**config.mk**
```make
export PLATFORM = sky130hd
export DESIGN_NAME = pmvpd_regs
export DESIGN_NICKNAME = d
export VERILOG_FILES = /design/src/logic/pmvpd_pkg.sv /design/src/logic/pmvpd_regs.sv /design/src/logic/pmvpd_bus_policy.sv
export SDC_FILE = /design/constraint.sdc
export NUM_CORES = 1
export LEC_CHECK = 0
export BUFFER_PORTS_ARGS = -buffer_cell sky130_fd_sc_hd__buf_2
export CAP_MARGIN = 25
export CORE_MARGIN = 3
export CORE_UTILIZATION = 37
export CTS_CLUSTER_SIZE = 24
export DETAILED_ROUTE_END_ITERATION = 12
export PLACE_DENSITY = 0.76
export SLEW_MARGIN = 40
export SYNTH_ARGS = -nofsm -noshare
export SYNTH_HDL_FRONTEND = slang
export SYNTH_HIERARCHICAL = 1
export SYNTH_SLANG_ARGS = --single-unit
export TNS_END_PERCENT = 5
```
**constraint.sdc**
```tcl
create_clock -name i_clk -period 1 [get_ports i_clk]
set_clock_uncertainty 0.1 [all_clocks]
set_input_delay 0.1 -clock i_clk [delete_from_list [all_inputs] [get_ports i_clk]]
set_output_delay 0.1 -clock i_clk [all_outputs]
set_load 0.02 [all_outputs]
```
**src/logic/pmvpd_pkg.sv**
```systemverilog
// Package for the power-management extension and product-data capability block.
// Assumes a byte-addressed configuration access port relative to the capability base.
package pmvpd_pkg;

    // Capability-relative byte offsets
    localparam logic [7:0] OFF_BRIDGE_EXT   = 8'h06;
    localparam logic [7:0] OFF_PM_DATA      = 8'h07;
    localparam logic [7:0] OFF_PI_CAP_ID    = 8'h08;
    localparam logic [7:0] OFF_PI_NEXT      = 8'h09;
    localparam logic [7:0] OFF_PI_ADDR      = 8'h0a;
    localparam logic [7:0] OFF_PI_WORD      = 8'h0c;

    // Reset and fixed values
    localparam logic [7:0] RST_BRIDGE_EXT   = 8'h00;
    localparam logic [7:0] RST_PM_DATA      = 8'h00;
    localparam logic [7:0] VAL_PI_CAP_ID    = 8'h03;
    localparam logic [7:0] VAL_PI_NEXT      = 8'h00;
    localparam logic [15:0] RST_PI_ADDR     = 16'h0000;
    localparam logic [31:0] RST_PI_WORD     = 32'h0000_0000;

    // Field positions in the bridge extension byte
    localparam int BIT_CTRL_EN    = 7;
    localparam int BIT_D3_ACTION  = 6;

    // Power state field encodings
    typedef enum logic [1:0] {
        PMVPD_D0    = 2'h0,
        PMVPD_D1    = 2'h1,
        PMVPD_D2    = 2'h2,
        PMVPD_D3HOT = 2'h3
    } pmvpd_pstate_t;

    // Secondary bus states, Gray ordered B0-B1-B2-B3
    typedef enum logic [1:0] {
        PMVPD_B0 = 2'h0,
        PMVPD_B1 = 2'h1,
        PMVPD_B2 = 2'h3,
        PMVPD_B3 = 2'h2
    } pmvpd_bstate_t;

    // Configuration access request
    typedef struct packed {
        logic        rd;
        logic        wr;
        logic [7:0]  offset;
        logic [3:0]  byte_en;
        logic [31:0] wdata;
    } pmvpd_cfg_req_t;

    // Secondary bus control outputs
    typedef struct packed {
        logic clk_stop;
        logic pwr_off;
    } pmvpd_sec_ctl_t;

endpackage : pmvpd_pkg

```
**src/logic/pmvpd_regs.sv**
```systemverilog
// Capability registers: bridge extension, PM data, product-data capability header.
// Assumes one-cycle configuration read/write strobes on i_clk; the PM
// control/status body and product-data flag behaviour live in neighbouring logic.
`timescale 1ns/1ps
module pmvpd_regs (
    input  wire logic                     i_clk,
    input  wire logic                     i_sys_rst,
    input  wire pmvpd_pkg::pmvpd_cfg_req_t i_cfg_req,
    input  wire logic                     i_ctrl_en_cfg,
    input  wire logic                     i_d3_b2_sel_cfg,
    input  wire logic [1:0]               i_power_state_field,
    input  wire logic                     i_d3cold,
    input  wire logic [7:0]               i_pm_data_value,
    input  wire logic [15:0]              i_pi_addr_rdval,
    input  wire logic [31:0]              i_pi_word_rdval,
    output logic [31:0]                   o_cfg_rdata,
    output logic                          o_cfg_ack,
    output logic                          o_pi_addr_wr,
    output logic                          o_pi_word_wr,
    output logic                          o_pi_word_rd,
    output logic [31:0]                   o_pi_wdata,
    output logic [3:0]                    o_pi_byte_en,
    output pmvpd_pkg::pmvpd_sec_ctl_t     o_sec_ctl,
    output pmvpd_pkg::pmvpd_bstate_t      o_bus_state
);

    logic [7:0]                bridge_ext_r;
    logic [7:0]                pm_data_r;
    logic [1:0]                pstate_r;
    logic                      d3cold_r;
    pmvpd_pkg::pmvpd_bstate_t  bstate_nxt;
    pmvpd_pkg::pmvpd_bstate_t  bstate_r;
    logic [31:0]               rdata_nxt;

    // Word-aligned offset of a capability-relative byte offset
    function automatic logic [7:0] word_of(input logic [7:0] off);
        word_of = {off[7:2], 2'b00};
    endfunction : word_of

    // Extension byte mirrors strap-style config; bits 5..0 forced zero
    always_ff @(posedge i_clk) begin
        if (i_sys_rst) begin
            bridge_ext_r <= pmvpd_pkg::RST_BRIDGE_EXT;
        end else begin
            bridge_ext_r <= 8'h00;
            bridge_ext_r[pmvpd_pkg::BIT_CTRL_EN]   <= i_ctrl_en_cfg;
            bridge_ext_r[pmvpd_pkg::BIT_D3_ACTION] <= i_d3_b2_sel_cfg;
        end
    end

    // Data byte tracks the selected reading; scaling left to software
    always_ff @(posedge i_clk) begin
        if (i_sys_rst) begin
            pm_data_r <= pmvpd_pkg::RST_PM_DATA;
        end else begin
            pm_data_r <= i_pm_data_value;
        end
    end

    // Capture function power state and cold-state indication
    always_ff @(posedge i_clk) begin
        if (i_sys_rst) begin
            pstate_r <= 2'h0;
            d3cold_r <= 1'b0;
        end else begin
            pstate_r <= i_power_state_field;
            d3cold_r <= i_d3cold;
        end
    end

    // Policy uses the registered bits, so bit 6 is ignored when bit 7 clear
    pmvpd_bus_policy u_policy (
        .i_ctrl_en   (bridge_ext_r[pmvpd_pkg::BIT_CTRL_EN]),
        .i_d3_b2_sel (bridge_ext_r[pmvpd_pkg::BIT_D3_ACTION]),
        .i_pstate    (pmvpd_pkg::pmvpd_pstate_t'(pstate_r)),
        .o_bstate    (bstate_nxt)
    );

    // Bus state and secondary controls; D3cold takes no bridge action
    always_ff @(posedge i_clk) begin
        if (i_sys_rst) begin
            bstate_r  <= pmvpd_pkg::PMVPD_B0;
            o_sec_ctl <= '0;
        end else if (d3cold_r) begin
            bstate_r  <= pmvpd_pkg::PMVPD_B3;
            o_sec_ctl <= '0;
        end else begin
            bstate_r           <= bstate_nxt;
            o_sec_ctl.clk_stop <= (bstate_nxt == pmvpd_pkg::PMVPD_B2) ||
                                  (bstate_nxt == pmvpd_pkg::PMVPD_B3);
            o_sec_ctl.pwr_off  <= (bstate_nxt == pmvpd_pkg::PMVPD_B3);
        end
    end

    assign o_bus_state = bstate_r;

    // Read mux over the three dwords of the capability window
    always_comb begin
        rdata_nxt = 32'h0000_0000;
        case (word_of(i_cfg_req.offset))
            word_of(pmvpd_pkg::OFF_BRIDGE_EXT): begin
                rdata_nxt = {pm_data_r, bridge_ext_r, 16'h0000};
            end
            word_of(pmvpd_pkg::OFF_PI_CAP_ID): begin
                rdata_nxt = {i_pi_addr_rdval, pmvpd_pkg::VAL_PI_NEXT,
                             pmvpd_pkg::VAL_PI_CAP_ID};
            end
            word_of(pmvpd_pkg::OFF_PI_WORD): begin
                rdata_nxt = i_pi_word_rdval;
            end
            default: begin
                rdata_nxt = 32'h0000_0000;
            end
        endcase
    end

    // Every access acks next cycle; read-only bytes just drop written data
    always_ff @(posedge i_clk) begin
        if (i_sys_rst) begin
            o_cfg_ack   <= 1'b0;
            o_cfg_rdata <= 32'h0000_0000;
        end else begin
            o_cfg_ack   <= i_cfg_req.rd | i_cfg_req.wr;
            o_cfg_rdata <= i_cfg_req.rd ? rdata_nxt : 32'h0000_0000;
        end
    end

    // Strobes to the neighbouring product-data logic
    always_ff @(posedge i_clk) begin
        if (i_sys_rst) begin
            o_pi_addr_wr <= 1'b0;
            o_pi_word_wr <= 1'b0;
            o_pi_word_rd <= 1'b0;
            o_pi_wdata   <= 32'h0000_0000;
            o_pi_byte_en <= 4'h0;
        end else begin
            o_pi_addr_wr <= i_cfg_req.wr && (i_cfg_req.byte_en[3:2] != 2'b00) &&
                            (word_of(i_cfg_req.offset) == word_of(pmvpd_pkg::OFF_PI_ADDR));
            o_pi_word_wr <= i_cfg_req.wr &&
                            (word_of(i_cfg_req.offset) == word_of(pmvpd_pkg::OFF_PI_WORD));
            o_pi_word_rd <= i_cfg_req.rd &&
                            (word_of(i_cfg_req.offset) == word_of(pmvpd_pkg::OFF_PI_WORD));
            o_pi_wdata   <= i_cfg_req.wdata;
            o_pi_byte_en <= i_cfg_req.byte_en;
        end
    end
endmodule : pmvpd_regs

```
**src/logic/pmvpd_bus_policy.sv**
```systemverilog
// Secondary bus policy: maps function power state to bus state.
// Assumes same-clock inputs from the control/status and extension registers.
`timescale 1ns/1ps
module pmvpd_bus_policy (
    input  wire logic                    i_ctrl_en,
    input  wire logic                    i_d3_b2_sel,
    input  wire pmvpd_pkg::pmvpd_pstate_t i_pstate,
    output pmvpd_pkg::pmvpd_bstate_t     o_bstate
);

    // Disabled policy leaves bus at B0 whatever software writes
    always_comb begin
        o_bstate = pmvpd_pkg::PMVPD_B0;
        if (i_ctrl_en) begin
            case (i_pstate)
                pmvpd_pkg::PMVPD_D0:    o_bstate = pmvpd_pkg::PMVPD_B0;
                pmvpd_pkg::PMVPD_D1:    o_bstate = pmvpd_pkg::PMVPD_B1;
                pmvpd_pkg::PMVPD_D2:    o_bstate = pmvpd_pkg::PMVPD_B2;
                pmvpd_pkg::PMVPD_D3HOT: begin
                    if (i_d3_b2_sel) begin
                        o_bstate = pmvpd_pkg::PMVPD_B2;
                    end else begin
                        o_bstate = pmvpd_pkg::PMVPD_B3;
                    end
                end
                default:                o_bstate = pmvpd_pkg::PMVPD_B0;
            endcase
        end
    end

endmodule : pmvpd_bus_policy

```
==> impl_metrics.prom <==
# TYPE chip_impl_metric gauge
chip_impl_info{name="status",value="finished, violations left"} 1
chip_impl_info{name="violations",value="hold timing, setup timing"} 1
chip_impl_info{name="clock_tree.root_cell",value="sky130_fd_sc_hd__clkbuf_8"} 1
chip_impl_info{name="timing.critical_path.to_type",value="primary output"} 1
chip_impl_metric{name="clk_pin_slew_worst_paths",unit="ns"} 0.09
chip_impl_metric{name="number_of_antenna_violations_at_the_first_check_in_global_routing",unit=""} 0
chip_impl_metric{name="max_freq",unit="GHz"} 0.972
chip_impl_metric{name="setup_total_neg_slack",unit="ns"} -0.100
chip_impl_metric{name="timing.critical_path.buf_inv",unit=""} 1
chip_impl_metric{name="rr_worst_depth",unit=""} 3
chip_impl_metric{name="req_time_crit_path",unit="ns"} 0.80
chip_impl_info{name="criticalPathCategory",value="reg -> out"} 1
chip_impl_metric{name="max_cap_violations",unit=""} 0
chip_impl_metric{name="flop_and_latch_count_out_of_synthesis",unit=""} 89
chip_impl_metric{name="post_layout_util",unit=""} 0.795
chip_impl_metric{name="sink_count",unit=""} 89
chip_impl_metric{name="wl_per_cell",unit="um"} 16.3
chip_impl_metric{name="core",unit="sq um"} 6910
chip_impl_metric{name="netlist-cell-type-count",unit=""} 23
chip_impl_metric{name="seq_area",unit="sq um"} 1880
chip_impl_metric{name="final.setup.worst_slack",unit="ns"} -0.0285
chip_impl_metric{name="cp.arrival",unit="ns"} 0.83
chip_impl_metric{name="port_buffers",unit=""} 182
chip_impl_metric{name="r2r_setup_slack",unit="ns"} -0.01
chip_impl_metric{name="finalCriticalPeriod",unit="ns"} 1.03
chip_impl_metric{name="synthToLayoutAreaGrowth",unit="%"} 104
chip_impl_metric{name="final-setup-viol-count",unit=""} 16
chip_impl_metric{name="least_margin_pin_slew",unit="ns"} 0.291
chip_impl_metric{name="post_route_drc_violation_count",unit=""} 0
chip_impl_metric{name="grt_pass1_wl",unit="mm"} 15.5
chip_impl_info{name="worstSetupStartpointType",value="register"} 1
chip_impl_metric{name="drive_gt1_frac",unit=""} 0.597
chip_impl_metric{name="avgViaCountPerCell",unit=""} 4.39
chip_impl_info{name="min-delay-start",value="i_cfg_req[40]"} 1
chip_impl_metric{name="count_of_vias_placed_by_the_detailed_router",unit=""} 2703
chip_impl_metric{name="hold-worst-slack",unit="ns"} -0.00309
chip_impl_metric{name="grt_start_max_net_pins",unit=""} 24
chip_impl_metric{name="initial_core_util",unit=""} 0.389
chip_impl_metric{name="die_width",unit="um"} 91.3
chip_impl_metric{name="ioPinCount",unit=""} 185
chip_impl_info{name="cts_tree",value="yes"} 1
chip_impl_metric{name="leakagePower",unit="uW"} 0.00252
chip_impl_info{name="holdCritPathClass",value="in -> reg"} 1
chip_impl_metric{name="overflow",unit=""} 0
chip_impl_info{name="critPathTopFamily",value="flip-flops"} 1
chip_impl_metric{name="fillers",unit=""} 411
chip_impl_info{name="worst_min_delay_path_endpoint",value="o_pi_word_wr$_SDFF_PP0_"} 1
chip_impl_metric{name="timing.final.hold_violations",unit=""} 1
chip_impl_info{name="critical-path-slowest-cell",value="sky130_fd_sc_hd__dfxtp_2"} 1
chip_impl_info{name="leading_cell_types_in_the_layout_fill_and_taps_excluded",value="sky130_fd_sc_hd__buf_2, sky130_fd_sc_hd__dlygate4sd3_1, sky130_fd_sc_hd__dfxtp_2, sky130_fd_sc_hd__buf_6, sky130_fd_sc_hd__nor2b_1"} 1
chip_impl_metric{name="pre_cts_ws",unit="ns"} -0.239
chip_impl_metric{name="yosysWarnings",unit=""} 6
chip_impl_metric{name="gp_routability_congestion",unit=""} 0.700
chip_impl_metric{name="first_global_vias",unit=""} 3002
chip_impl_info{name="critical_path.reg2reg.endpoint",value="o_cfg_rdata[22]$_SDFF_PP0_"} 1
chip_impl_metric{name="syn-instance-count",unit=""} 231
chip_impl_metric{name="cpPeakStageDelay",unit="ns"} 0.36
chip_impl_metric{name="timing.final.crit_share",unit=""} 1.03
chip_impl_metric{name="synthesis.nets",unit=""} 340
chip_impl_info{name="crit_chain",value="buf_6"} 1
chip_impl_metric{name="clkLatencyLatePin",unit="ns"} 0.34
chip_impl_metric{name="cts_max_level",unit=""} 3
chip_impl_info{name="launching_point_of_the_worst_reg2reg_path",value="bridge_ext_r[6]$_SDFF_PP0_"} 1
chip_impl_metric{name="power_density",unit="nW/um^2"} 1380
chip_impl_metric{name="first_iter_violations",unit=""} 77
chip_impl_metric{name="cts_buffers",unit=""} 9
chip_impl_metric{name="yosysSeqAreaShare",unit=""} 0.662
chip_impl_info{name="setup_repair_after_global_routing_missed_its_margin",value="true"} 1
chip_impl_metric{name="avgSynthCellArea",unit="sq um"} 11.6
chip_impl_metric{name="hold_path_depth",unit=""} 4
chip_impl_metric{name="ir_worst_vdd",unit="mV"} 0.970
chip_impl_metric{name="post_synth_instance_area",unit="sq um"} 2690
chip_impl_metric{name="ctsLongestPathBuffers",unit=""} 2
chip_impl_metric{name="drt_pre_antenna_iters",unit=""} 4
chip_impl_metric{name="final_antenna_net_count",unit=""} 0
chip_impl_metric{name="die_area",unit="sq um"} 8330
chip_impl_metric{name="worst_slew_margin_rel",unit=""} 0.805
chip_impl_metric{name="final_max_slew_viol_count",unit=""} 0
chip_impl_metric{name="cts.repair_timing.setup_buffer_count",unit=""} 0
chip_impl_metric{name="cp_max_fo",unit=""} 1
chip_impl_metric{name="tot_gr_track_use",unit=""} 0.239
chip_impl_metric{name="total_power",unit="uW"} 7550
chip_impl_metric{name="finalWirelength",unit="mm"} 10.0
chip_impl_metric{name="multi_input_comb_area",unit="sq um"} 883
chip_impl_metric{name="die_h",unit="um"} 91.3
chip_impl_metric{name="std_cell_rows",unit=""} 30
chip_impl_metric{name="finalNetCount",unit=""} 623
chip_impl_metric{name="dpl.hpwl",unit="mm"} 5.38
chip_impl_info{name="mostFrequentLayoutCell",value="sky130_fd_sc_hd__buf_2"} 1
## worst max-delay path by stage
stage	from	cells past startpoint	slack [ns]	endpoint
after floorplan	i_cfg_req[40]	4	-0.05	o_cfg_rdata[10]$_SDFF_PP0_
after global placement	i_cfg_req[40]	4	-0.20	o_cfg_rdata[15]$_SDFF_PP0_
after detailed placement	i_cfg_req[40]	4	-0.24	o_cfg_rdata[3]$_SDFF_PP0_
after CTS	o_pi_wdata[14]$_SDFF_PP0_	1	-0.02	o_pi_wdata[14]
after global routing	bridge_ext_r[6]$_SDFF_PP0_	3	-0.07	o_cfg_rdata[22]$_SDFF_PP0_
final	o_cfg_rdata[2]$_SDFF_PP0_	1	-0.03	o_cfg_rdata[2]
## state kept, by name, indices dropped and copies added (netlist names)
signal and cells:
o_pi_byte_en 4, o_pi_word_rd 1, pstate_r 2, o_pi_addr_wr 1
o_cfg_rdata 32, o_pi_wdata 32, o_sec_ctl 2, o_pi_word_wr 1
o_bus_state 2, pm_data_r 8, o_cfg_ack 1, d3cold_r 1
bridge_ext_r 2
## worst min-delay path: cells and delay by family
family | cells | cell delay [ns]
buffers and inverters | 1 | 0.10
AND/OR/NAND/NOR | 3 | 0.22
## synthesized netlist by cell type
cell type / n / area [sq um]
sky130_fd_sc_hd__dfxtp_1: 89 / 1780
sky130_fd_sc_hd__nor2b_1: 52 / 325
sky130_fd_sc_hd__nor2_1: 22 / 82.6
sky130_fd_sc_hd__and2_1: 14 / 87.6
sky130_fd_sc_hd__a22oi_1: 10 / 75.1
sky130_fd_sc_hd__mux2_2: 10 / 113
sky130_fd_sc_hd__clkbuf_1: 6 / 22.5
sky130_fd_sc_hd__mux2i_1: 6 / 60.1
sky130_fd_sc_hd__inv_1: 4 / 15.0
sky130_fd_sc_hd__a21oi_1: 2 / 10.0
sky130_fd_sc_hd__buf_1: 2 / 7.51
sky130_fd_sc_hd__buf_2: 2 / 10.0
sky130_fd_sc_hd__nor3b_1: 2 / 15.0
sky130_fd_sc_hd__a31oi_1: 1 / 6.26
sky130_fd_sc_hd__and2_2: 1 / 7.51
sky130_fd_sc_hd__and4_4: 1 / 11.3
sky130_fd_sc_hd__buf_6: 1 / 11.3
sky130_fd_sc_hd__nand2_1: 1 / 3.75
sky130_fd_sc_hd__nand3_1: 1 / 5.00
sky130_fd_sc_hd__nand4b_1: 1 / 8.76
sky130_fd_sc_hd__nor3_1: 1 / 5.00
sky130_fd_sc_hd__nor4_4: 1 / 21.3
sky130_fd_sc_hd__o21ai_1: 1 / 5.00
## routing by layer
| metal | wire, um | track usage |
|---|---|---|
| met2 | 5350 | 0.452 |
| met4 | 220 | 0.0867 |
| met1 | 3690 | 0.245 |
| met5 | 0 | 0 |
| met3 | 754 | 0.0729 |
## where the power goes
group          internal, uW  switching (uW)  total (uW)
Sequential             3670            58.2        3730
Combinational           683             430        1110
Clock                  1430            1280        2710
## cells by family (layout without fill, tap and decap cells)
kind of cell           Yosys count  after routing  synth area share
AOI/OAI and AO/OA               14             14            0.0358
buffers and inverters           15            303            0.0246
and+or+nand+nor                 97             97             0.213
muxes                           16             16            0.0642
other                            0              1                 0
DFF                             89             89             0.662
## timing repair
action	in CTS	in global routing
hold endpoints to repair	84	0
pin swaps	0	1
hold buffers	89	0
gates resized for setup	225	15
setup endpoints to repair	78	85
## through the flow
| step | std cells | cell area (sq um) |
|---|---|---|
| 3_3_place_gp | 510 | 3760 |
| 4_1_cts | 615 | 5440 |
| 5_1_grt | 615 | 5490 |
| 6_report | 616 | 5490 |
| 3_5_place_dp | 510 | 3760 |
| 2_1_floorplan | 231 | 2690 |
## area by class of cell
| cell class | instances | area share |
|---|---|---|
| Tap cell | 96 | 0.0219 |
| Inverter | 4 | 0.00273 |
| Multi-Input combinational cell | 127 | 0.161 |
| Timing Repair Buffer | 283 | 0.431 |
| Antenna cell | 1 | 0.000456 |
| Sequential cell | 89 | 0.342 |
| Clock buffer | 9 | 0.0226 |
| Clock inverter | 7 | 0.0182 |
Note: power is estimated with default switching activity, not from simulation.
